### config.mk
export PLATFORM = sky130hd
export DESIGN_NAME = cts_top
export DESIGN_NICKNAME = d
export VERILOG_FILES = /design/src/cts_pkg.sv /design/src/cts_stamp.sv /design/src/cts_sync.sv /design/src/cts_top.sv
export SDC_FILE = /design/constraint.sdc
export NUM_CORES = 1
export LEC_CHECK = 0
export BUFFER_PORTS_ARGS = -buffer_cell sky130_fd_sc_hd__buf_2
export CORE_MARGIN = 2
export CORE_UTILIZATION = 41
export CTS_BUF_LIST = sky130_fd_sc_hd__clkbuf_2 sky130_fd_sc_hd__clkbuf_4 sky130_fd_sc_hd__clkbuf_8
export CTS_CLUSTER_DIAMETER = 150
export DETAILED_ROUTE_END_ITERATION = 10
export HOLD_SLACK_MARGIN = 0.1
export REMOVE_ABC_BUFFERS = 1
export SLEW_MARGIN = 5
export SYNTH_ARGS = -nofsm -noshare
export SYNTH_HDL_FRONTEND = slang
export SYNTH_SLANG_ARGS = --single-unit
### constraint.sdc
create_clock -name i_clk -period 5.7 [get_ports i_clk]
set_input_delay 0.285 -clock i_clk [delete_from_list [all_inputs] [get_ports i_clk]]
set_output_delay 0.285 -clock i_clk [all_outputs]
set_load 0.03 [all_outputs]
### src/cts_pkg.sv
// Purpose: constants for the can timestamp and transmit request block
// Assumes: classic wishbone slave, 32-bit data, one clock at 50 MHz
// Notes:   offsets are byte addresses
package cts_pkg;
   localparam logic [7:0]  ADR_CORE_CTRL   = 8'h18;
   localparam logic [7:0]  ADR_STAMP_CFG   = 8'h20;
   localparam logic [7:0]  ADR_STAMP_VAL   = 8'h24;
   localparam logic [7:0]  ADR_IRQ_STATUS  = 8'h50;
   localparam logic [7:0]  ADR_IRQ_MASK    = 8'h54;
   localparam logic [7:0]  ADR_BUF_CONFIG  = 8'hC0;
   localparam logic [7:0]  ADR_TX_ADD_REQ  = 8'hD0;
   localparam int          CFG_HOLD_BIT    = 0;
   localparam int          CLK_STOP_REQ_BIT = 4;
   localparam int          CLK_STOP_ACK_BIT = 3;
   localparam int          PRESCALE_LSB    = 16;
   localparam int          SRC_LSB         = 0;
   localparam logic [1:0]  SRC_INTERNAL    = 2'h1;
   localparam logic [1:0]  SRC_EXTERNAL    = 2'h2;
   localparam int          STAMP_W         = 16;
   localparam int          SYNC_STAGES     = 3;
   localparam logic [1:0]  IRQ_WRAP        = 2'h1;
   localparam logic [1:0]  IRQ_STOP_EXIT   = 2'h2;
   localparam logic [31:0] CORE_CTRL_RST   = 32'h0000_0001;
endpackage : cts_pkg

### src/cts_stamp.sv
// Purpose: prescaled 16-bit timestamp counter with wrap detection
// Assumes: i_bit_tick pulses once per can bit time
// Notes:   external mode keeps the counter at its last value here
`timescale 1ns/1ps
module cts_stamp
   import cts_pkg::*;
(
   // clock and reset
   input  wire logic               i_clk,
   input  wire logic               i_nrst,
   // control
   input  wire logic               i_bit_tick,
   input  wire logic [3:0]         i_prescale,
   input  wire logic [1:0]         i_src,
   input  wire logic               i_clear_wr,
   // status
   output logic      [STAMP_W-1:0] o_value,
   output logic                    o_wrap
);
   logic [3:0] unit_cnt;

   always_ff @(posedge i_clk or negedge i_nrst) begin
      if (!i_nrst) begin
         unit_cnt <= 4'h0;
         o_value  <= '0;
         o_wrap   <= 1'b0;
      end else begin
         o_wrap <= 1'b0;
         if (i_src != SRC_INTERNAL && i_src != SRC_EXTERNAL) begin
            o_value  <= '0;
            unit_cnt <= 4'h0;
         end else if (i_src == SRC_INTERNAL && i_clear_wr) begin
            o_value  <= '0;
            unit_cnt <= 4'h0;
         end else if (i_src == SRC_INTERNAL && i_bit_tick) begin
            if (unit_cnt >= i_prescale) begin
               unit_cnt <= 4'h0;
               o_value  <= o_value + 1'b1;
               o_wrap   <= (o_value == {STAMP_W{1'b1}});
            end else begin
               unit_cnt <= unit_cnt + 4'h1;
            end
         end
         // external source or ignored write keeps the value
      end
   end
endmodule : cts_stamp

### src/cts_sync.sv
// Purpose: write synchronizer for one bit into the core clock side
// Assumes: core domain modelled as a fixed stage delay on the one clock
// Notes:   busy stays high until the new value has landed
`timescale 1ns/1ps
module cts_sync
   import cts_pkg::*;
(
   // clock and reset
   input  wire logic i_clk,
   input  wire logic i_nrst,
   // write side
   input  wire logic i_wr,
   input  wire logic i_val,
   // result
   output logic      o_val,
   output logic      o_busy
);
   logic [SYNC_STAGES-1:0] pipe;
   logic                   pend;

   always_ff @(posedge i_clk or negedge i_nrst) begin
      if (!i_nrst) begin
         pipe   <= '0;
         pend   <= 1'b0;
         o_val  <= 1'b1;
         o_busy <= 1'b0;
      end else begin
         // new writes during busy are dropped, as a bus error would be
         if (i_wr && !o_busy) begin
            pend   <= i_val;
            pipe   <= {{(SYNC_STAGES-1){1'b0}}, 1'b1};
            o_busy <= 1'b1;
         end else if (o_busy) begin
            pipe <= {pipe[SYNC_STAGES-2:0], 1'b0};
            if (pipe[SYNC_STAGES-1]) begin
               o_val  <= pend;
               o_busy <= 1'b0;
            end
         end
      end
   end
endmodule : cts_sync

### src/cts_top.sv
// Purpose: can timestamp, clock stop exit, write sync and tx add request
// Assumes: classic wishbone slave, single clock, synchronous inputs
// Notes:   one-cycle ack after the request is seen, zero wait reads
`timescale 1ns/1ps
module cts_top
   import cts_pkg::*;
(
   // clock and reset
   input  wire logic        i_clk,
   input  wire logic        i_nrst,
   // wishbone slave
   input  wire logic        i_wb_cyc,
   input  wire logic        i_wb_stb,
   input  wire logic        i_wb_we,
   input  wire logic [7:0]  i_wb_adr,
   input  wire logic [3:0]  i_wb_sel,
   input  wire logic [31:0] i_wb_dat,
   output logic      [31:0] o_wb_dat,
   output logic             o_wb_ack,
   // link to frame engine
   input  wire logic        i_bit_tick,
   input  wire logic        i_scan_busy,
   input  wire logic [31:0] i_scan_done,
   output logic      [31:0] o_tx_request,
   output logic             o_cfg_hold,
   output logic             o_clk_stop_ack,
   // interrupt
   output logic             o_irq
);
   logic [31:0]        core_ctrl;
   logic [3:0]         stamp_prescale;
   logic [1:0]         stamp_source_select;
   logic [31:0]        transmit_buffer_config;
   logic [31:0]        transmit_add_request;
   logic [1:0]         irq_status;
   logic [1:0]         irq_mask;
   logic               clock_stop_request;
   logic               clock_stop_ack;
   logic               hold_val;
   logic               hold_busy;
   logic [STAMP_W-1:0] stamp_value;
   logic               stamp_wrap;
   logic               wr_en;
   logic [31:0]        wmask;
   logic [31:0]        next_rdata;
   logic               stop_exit;

   function automatic logic [31:0] lane_mask(input logic [3:0] sel);
      lane_mask = {{8{sel[3]}}, {8{sel[2]}}, {8{sel[1]}}, {8{sel[0]}}};
   endfunction : lane_mask

   function automatic logic [31:0] merge(input logic [31:0] old_v,
                                         input logic [31:0] new_v,
                                         input logic [31:0] m);
      merge = (old_v & ~m) | (new_v & m);
   endfunction : merge

   assign wr_en = i_wb_cyc && i_wb_stb && i_wb_we && !o_wb_ack;
   assign wmask = lane_mask(i_wb_sel);

   // ack one cycle after request, dropped the next cycle
   always_ff @(posedge i_clk or negedge i_nrst) begin
      if (!i_nrst) begin
         o_wb_ack <= 1'b0;
      end else begin
         o_wb_ack <= i_wb_cyc && i_wb_stb && !o_wb_ack;
      end
   end

   // configuration hold crosses into the core side
   cts_sync u_hold (
      .i_clk  (i_clk),
      .i_nrst (i_nrst),
      .i_wr   (wr_en && i_wb_adr == ADR_CORE_CTRL && i_wb_sel[0]),
      .i_val  (i_wb_dat[CFG_HOLD_BIT]),
      .o_val  (hold_val),
      .o_busy (hold_busy)
   );

   // clock stop request and its acknowledge
   always_ff @(posedge i_clk or negedge i_nrst) begin
      if (!i_nrst) begin
         clock_stop_request <= 1'b0;
         clock_stop_ack     <= 1'b0;
      end else begin
         if (wr_en && i_wb_adr == ADR_CORE_CTRL && i_wb_sel[0]) begin
            clock_stop_request <= i_wb_dat[CLK_STOP_REQ_BIT];
         end
         // software owns clock gating before it clears the request
         // ack follows the request once hold is not mid-transfer
         if (!hold_busy) begin
            clock_stop_ack <= clock_stop_request;
         end
      end
   end

   assign stop_exit = clock_stop_ack && !clock_stop_request && !hold_busy;

   always_comb begin
      core_ctrl                   = '0;
      core_ctrl[CFG_HOLD_BIT]     = hold_val;
      core_ctrl[CLK_STOP_ACK_BIT] = clock_stop_ack;
      core_ctrl[CLK_STOP_REQ_BIT] = clock_stop_request;
   end

   // stamp configuration and buffer configuration
   always_ff @(posedge i_clk or negedge i_nrst) begin
      if (!i_nrst) begin
         stamp_prescale         <= 4'h0;
         stamp_source_select    <= 2'h0;
         transmit_buffer_config <= 32'h0000_0000;
      end else if (wr_en) begin
         if (i_wb_adr == ADR_STAMP_CFG) begin
            if (i_wb_sel[2]) begin
               stamp_prescale <= i_wb_dat[PRESCALE_LSB +: 4];
            end
            if (i_wb_sel[0]) begin
               stamp_source_select <= i_wb_dat[SRC_LSB +: 2];
            end
         end
         if (i_wb_adr == ADR_BUF_CONFIG) begin
            transmit_buffer_config <= merge(transmit_buffer_config, i_wb_dat, wmask);
         end
      end
   end

   cts_stamp u_stamp (
      .i_clk      (i_clk),
      .i_nrst     (i_nrst),
      .i_bit_tick (i_bit_tick),
      .i_prescale (stamp_prescale),
      .i_src      (stamp_source_select),
      .i_clear_wr (wr_en && i_wb_adr == ADR_STAMP_VAL),
      .o_value    (stamp_value),
      .o_wrap     (stamp_wrap)
   );

   // transmit add request: set by one while a scan runs, cleared by scan completion
   always_ff @(posedge i_clk or negedge i_nrst) begin
      if (!i_nrst) begin
         transmit_add_request <= 32'h0000_0000;
      end else begin
         if (!i_scan_busy) begin
            transmit_add_request <= 32'h0000_0000;
         end else begin
            transmit_add_request <= transmit_add_request & ~i_scan_done;
         end
         if (wr_en && i_wb_adr == ADR_TX_ADD_REQ && i_scan_busy) begin
            // a one sets, a zero leaves the bit alone
            transmit_add_request <= (transmit_add_request & ~i_scan_done)
                                  | (i_wb_dat & wmask & transmit_buffer_config);
         end
      end
   end

   // requests reach the engine even when no scan holds them
   always_ff @(posedge i_clk or negedge i_nrst) begin
      if (!i_nrst) begin
         o_tx_request <= 32'h0000_0000;
      end else if (wr_en && i_wb_adr == ADR_TX_ADD_REQ) begin
         o_tx_request <= i_wb_dat & wmask & transmit_buffer_config;
      end else begin
         o_tx_request <= 32'h0000_0000;
      end
   end

   // interrupts: set wins over write-one-to-clear
   always_ff @(posedge i_clk or negedge i_nrst) begin
      if (!i_nrst) begin
         irq_status <= 2'h0;
         irq_mask   <= 2'h0;
      end else begin
         if (wr_en && i_wb_adr == ADR_IRQ_STATUS && i_wb_sel[0]) begin
            irq_status <= (irq_status & ~i_wb_dat[1:0])
                        | (stamp_wrap ? IRQ_WRAP : 2'h0)
                        | (stop_exit ? IRQ_STOP_EXIT : 2'h0);
         end else begin
            irq_status <= irq_status
                        | (stamp_wrap ? IRQ_WRAP : 2'h0)
                        | (stop_exit ? IRQ_STOP_EXIT : 2'h0);
         end
         if (wr_en && i_wb_adr == ADR_IRQ_MASK && i_wb_sel[0]) begin
            irq_mask <= i_wb_dat[1:0];
         end
      end
   end

   // read mux, unmapped reads return zero
   always_comb begin
      case (i_wb_adr)
         ADR_CORE_CTRL:  next_rdata = core_ctrl;
         ADR_STAMP_CFG:  next_rdata = {12'h000, stamp_prescale, 14'h0000,
                                       stamp_source_select};
         ADR_STAMP_VAL:  next_rdata = {16'h0000, stamp_value};
         ADR_IRQ_STATUS: next_rdata = {30'h0000_0000, irq_status};
         ADR_IRQ_MASK:   next_rdata = {30'h0000_0000, irq_mask};
         ADR_BUF_CONFIG: next_rdata = transmit_buffer_config;
         ADR_TX_ADD_REQ: next_rdata = transmit_add_request;
         default:        next_rdata = 32'h0000_0000;
      endcase
   end

   always_ff @(posedge i_clk or negedge i_nrst) begin
      if (!i_nrst) begin
         o_wb_dat       <= 32'h0000_0000;
         o_cfg_hold     <= 1'b1;
         o_clk_stop_ack <= 1'b0;
         o_irq          <= 1'b0;
      end else begin
         o_wb_dat       <= next_rdata;
         o_cfg_hold     <= hold_val;
         o_clk_stop_ack <= clock_stop_ack;
         o_irq          <= |(irq_status & irq_mask);
      end
   end
endmodule : cts_top

; Yosys cells after proc, flatten, opt, wreduce, memory -nomap -nowiden
; Cells that the tools add are included.
[word_totals]
wordCells = 106
output_inout_bits = 68
regBits = 171
[classes]
bitwise_logic = 16
n_eq_ne = 11
addsub = 2
n_reduce_logical = 31
order_cmp = 1
mux = 24
[op_table]
columns = operator, count
row1 = case mux 32 bit (7 select lines), 1
row2 = AND 32 bit, 4
row3 = 2-to-1 mux 32 bit, 3
row4 = 2-to-1 mux 16 bit, 4
row5 = NOT 32 bit, 2
row6 = OR 32 bit, 2
row7 = logical AND 1 bit, 19
row8 = adder 16 x 1 -> 16 bit (second input constant), 1
row9 = equality test 16 bit (second input constant), 1
row10 = equality test 8 x 6 -> 1 bit (second input constant), 2
row11 = equality test 8 x 7 -> 1 bit (second input constant), 2
row12 = equality test 8 bit (second input constant), 2
row13 = 2-to-1 mux 4 bit, 4
row14 = AND reduction 3 bit, 3
row15 = equality test 8 x 5 -> 1 bit (second input constant), 1
row16 = 2-to-1 mux 1 bit, 8
row17 = 2-to-1 mux 3 bit, 2
row18 = OR 2 bit, 3
row19 = nonzero test 3 bit, 2
row20 = adder 4 x 1 -> 4 bit (second input constant), 1
row21 = AND 2 bit, 2
row22 = >= comparator 4 bit, 1
row23 = 2-to-1 mux 2 bit, 2
row24 = AND reduction 2 bit, 2
row25 = 9 further kinds, 11

; Depth between registers and ports, before layout
[depth]
depth_word = 8
mapped_depth = 8
mapped_depth_nobuf = 7

; By module
; From an unflattened synthesis, not the netlist that was laid out.
[unflattened]
hier_cells = 639
hier_area_um2 = 7505.9
[modules_own_cells]
columns = mod, cells_each, area_per_inst_um2, n_inst
row1 = cts_top, 484, 5950.7, 1
row2 = cts_stamp, 139, 1322.5, 1
row3 = cts_sync, 16, 232.7, 1

; Least setup slack after synthesis
; No wires, ideal clock.
[synth_timing]
kind = register to register
from = register u_stamp.unit_cnt[0]
to = register u_stamp.unit_cnt[3]
setup_ns = 0.082
stages_incl_launch_ff = 8
arrival_ns = 1.981
required_ns = 5.618
setup_slack_ns = 3.637
synth_period_minus_slack_ns = 2.063
path_buffers = 0
path_cell_list = dfrtp_1 -> inv_1 -> ha_1 -> nand2b_4 -> a2111oi_4 -> nor2_1 -> or4_1 -> a31oi_1
[synth_between]
elab_chain_cells = 5
elab_cells_between_ends = 6
[synth_rtl]
columns = item, line_no
row1 = from (decl), cts_stamp.sv:20  ; logic [3:0] unit_cnt;
row2 = from (signal assigned), cts_stamp.sv:41  ; unit_cnt <= unit_cnt + 4'h1;
row3 = adder 4 x 1 -> 4 bit or >= comparator 4 bit (tied branches), "cts_stamp.sv:41, cts_stamp.sv:36"
row4 = 2-to-1 mux 4 bit *, cts_stamp.sv:36  ; if (unit_cnt >= i_prescale) begin
row5 = 2-to-1 mux 4 bit *, cts_stamp.sv:35  ; end else if (i_src == SRC_INTERNAL && i_bit_tick) begin
row6 = 2-to-1 mux 4 bit *, cts_stamp.sv:32  ; end else if (i_src == SRC_INTERNAL && i_clear_wr) begin
row7 = 2-to-1 mux 4 bit *, cts_stamp.sv:29  ; if (i_src != SRC_INTERNAL && i_src != SRC_EXTERNAL) begin
; Every way passes the cells marked *; elsewhere a longest branch is shown, timed or not. The select of a mux whose other input is x is not followed.
; A chain may end at the register's enable or synchronous reset.

; Final worst setup path
; Ends and elaborated chain as after synthesis.

==> reports/results.tsv <==
stage	metric	value	unit
setup_path	cp.buffers_inverters	1	
final_layout	multiInputGateArea	0.00281	mm^2
final_layout	fillers	1563	
timing	worstMarginPinSlew	0.954	ns
clock_tree	cts_buffers	17	
routing	wl_per_cell	16.1	um
logic_synthesis	ys_seq_area_frac	0.595	
timing	setup_violations	0	
clock_tree	cts_tree	yes	
run_status	status	completed	
timing	slew_violations	0	
routing	ant_nets	0	
logic_synthesis	synth-compound-area-share	0.0713	
placement	io_buffers	150	
floorplanning	rows	48	
floorplanning	coreArea	0.0172	mm^2
clock_tree	insertion_delay	0.46	ns
logic_synthesis	synthAdderAreaFrac	0.0122	
routing	num_vias	5252	
floorplanning	die_x	136	um
setup_path	path_class	reg -> reg	
floorplanning	io_pins	151	
logic_synthesis	synthTopCellsByCount	dfrtp_1 (169), nand2_1 (74), nor2_1 (68)	
placement	hpwl	11.4	mm
logic_synthesis	synth.area.top_cells	dfrtp_1 (59%), mux2_2 (6.9%), mux2i_1 (4.6%)	
global_routing	grt_antenna_before_repair	1	
logic_synthesis	synth_top_family_by_area	simple AND/OR/NAND/NOR gates	
logic_synthesis	syn_inst	615	
clock_tree	ctsRootBufferMaster	clkbuf_8	
setup_path	critPathTopFamily	compound AO/OA/AOI/OAI gates	
logic_synthesis	synth_cell_types	50	
setup_path	critPathMaxStageDelay	0.75	ns
clock_tree	clock_sinks	171	
logic_synthesis	syn_area	0.00719	mm^2
timing	max_freq	0.388	GHz
logic_synthesis	ys_seq_elements	171	
routing	first_iter_violations	286	
flow_run	cap_viol_max_count	0	
global_routing	grt_usage	0.189	
logic_synthesis	synth_mux_area_frac	0.124	
logic_synthesis	synth_xor_area_frac	0.0134	
logic_synthesis	synth_ff_type	dfrtp_1	
final_layout	nets	892	
logic_synthesis	synth_top_area_cell	dfrtp_1	
logic_synthesis	synth_edf_count	0	
logic_synthesis	netlist.area_leader.share	0.588	
power	power_density	251	mW/mm^2
routing	first_pass_iters	4	
floorplanning	die-area	0.0186	mm^2
final_layout	drive_above_1_share	0.301	
final_layout	diodes	0	
setup_path	slowest_stage	a2111oi_4	
timing	tns	0	ns
clock_tree	clockBufferDepth	2	
timing	hold_viol	0	
setup_path	cp.required	6.07	ns
power	total_power	2240	uW
logic_synthesis	yosysMostFrequentCell	dfrtp_1	
setup_path	critPathArrivalTime	2.95	ns
global_routing	grt-ovfl-total	0	
floorplanning	initial_core_util	0.417	
setup_path	cp_max_fo	13	
final_layout	seq_area	0.00428	mm^2
clock_tree	htreeDepth	4	
logic_synthesis	yosys_warnings	0	
timing	fin_crit	2.58	ns
power	peakVddDrop	0.133	mV
global_routing	grt_max_degree	106	
setup_path	cp-end-kind	flop	
setup_path	setup.worst_path.start_class	flop	
routing	drcViolationCount	0	
logic_synthesis	synthSimpleGateAreaFrac	0.169	
hold_path	holdCritPathClass	in -> reg	
global_routing	grt_pass1_wl	26.9	mm
timing	post-route-period-util	0.452	
final_layout	area_growth	24.4	%
logic_synthesis	synth.avg_cell_area	11.7	um^2
routing	routed_wl	16.8	mm
global_routing	grt_pass1_vias	5348	
setup_path	path_cells	inv_1, ha_1, nand2b_4, a2111oi_4, nor2_1, or4_1, a31oi_1	
routing	viasPerCell	5.05	
placement	gp_congestion	0.880	
floorplanning	die_y	136	um
power	p_leak	0.00440	uW
clock_tree	clkTransAtPathRegs	0.09	ns
timing	grt_setup_unrepaired	no	
timing	skew	0.0115	ns
timing	slew_headroom	0.364	
logic_synthesis	async_flop_share	1.00	
report_power, final:
part | switching [uW] | total (uW) | internal (uW)
Combinational | 65.0 | 115 | 49.5
Sequential | 3.03 | 1220 | 1220
Clock | 438 | 911 | 473
worst min-delay path, stage by stage:
cell	delay, ns
buf_2	0.07
nor2b_1	0.03
o21a_1	0.17
layer usage:
layer  track usage  up-vias  wire (um)
met5             0        -         11
met4        0.0654        2        288
met3        0.0541       28       1220
li1              -     2497          -
met1         0.249     2564       7500
met2         0.299      161       7750
timing repair:
action / CTS / global route
endpoints found under the hold margin: 170 / 0
gates resized for setup: 0 / 0
buffers inserted: 0 / 0
hold buffers: 35 / 0
cells by family after synthesis:
kind of cell | count (synthesis)
compound gates | 74
xor+xnor | 11
fa+ha+maj | 7
buf+inv | 27
flops | 171
mux | 83
simple gates | 242
worst paths after layout:
kind                                                  from                           endpoint  slack, ns  cells past startpoint
max reg2reg                u_stamp.unit_cnt[0]$_DFFE_PN0P_    u_stamp.unit_cnt[3]$_DFFE_PN0P_       3.12                      7
min in group asynchronous                           i_nrst          o_tx_request[4]$_DFF_PN0_       0.51                      2
max                        u_stamp.unit_cnt[0]$_DFFE_PN0P_    u_stamp.unit_cnt[3]$_DFFE_PN0P_       3.12                      7
max in group asynchronous                           i_nrst  transmit_add_request[9]$_DFF_PN0_       3.78                      3
min reg2reg                       u_hold.o_val$_DFFE_PN1P_               o_cfg_hold$_DFF_PN1_       0.39                      0
min                                         i_scan_done[3]  transmit_add_request[3]$_DFF_PN0_       0.13                      3
cells in the final DEF (no fill, tap or decap), drive strengths merged, types with 3 or more instances in the layout:
master / count
buf: 153
dlygate4sd3: 35
and3: 6
clkbuf: 22
nand2: 78
mux2i: 33
o21ai: 22
nor4: 7
ha: 7
nor3: 5
a21oi: 5
nand4: 10
nor3b: 3
xnor2: 11
bufinv: 3
inv: 8
nor2: 69
and2: 6
mux2: 50
o21a: 33
dfrtp: 169
nor2b: 33
clkinv: 4
nand3: 9
nor4b: 3
layout make-up:
class | instances | area share
clock inverters | 10 | 0.0158
flip-flops and latches | 171 | 0.478
inverters | 7 | 0.00294
multi-input cells | 417 | 0.314
repair buffers | 188 | 0.126
clock buffers | 22 | 0.0317
well taps | 225 | 0.0314
stage by stage:
stage	worst slack [ns]	instance area, um^2	util	hold slack, ns	cells
2_1_floorplan	3.39	7120	-	-0.0106	595
3_3_place_gp	3.13	8180	0.474	0.379	973
3_5_place_dp	3.04	8180	0.474	0.380	973
4_1_cts	3.10	8950	0.519	0.103	1040
5_1_grt	2.95	8950	0.519	0.101	1040
6_report	3.12	8950	0.519	0.134	1040
No activity file was read; power rests on OpenSTA's default activity.
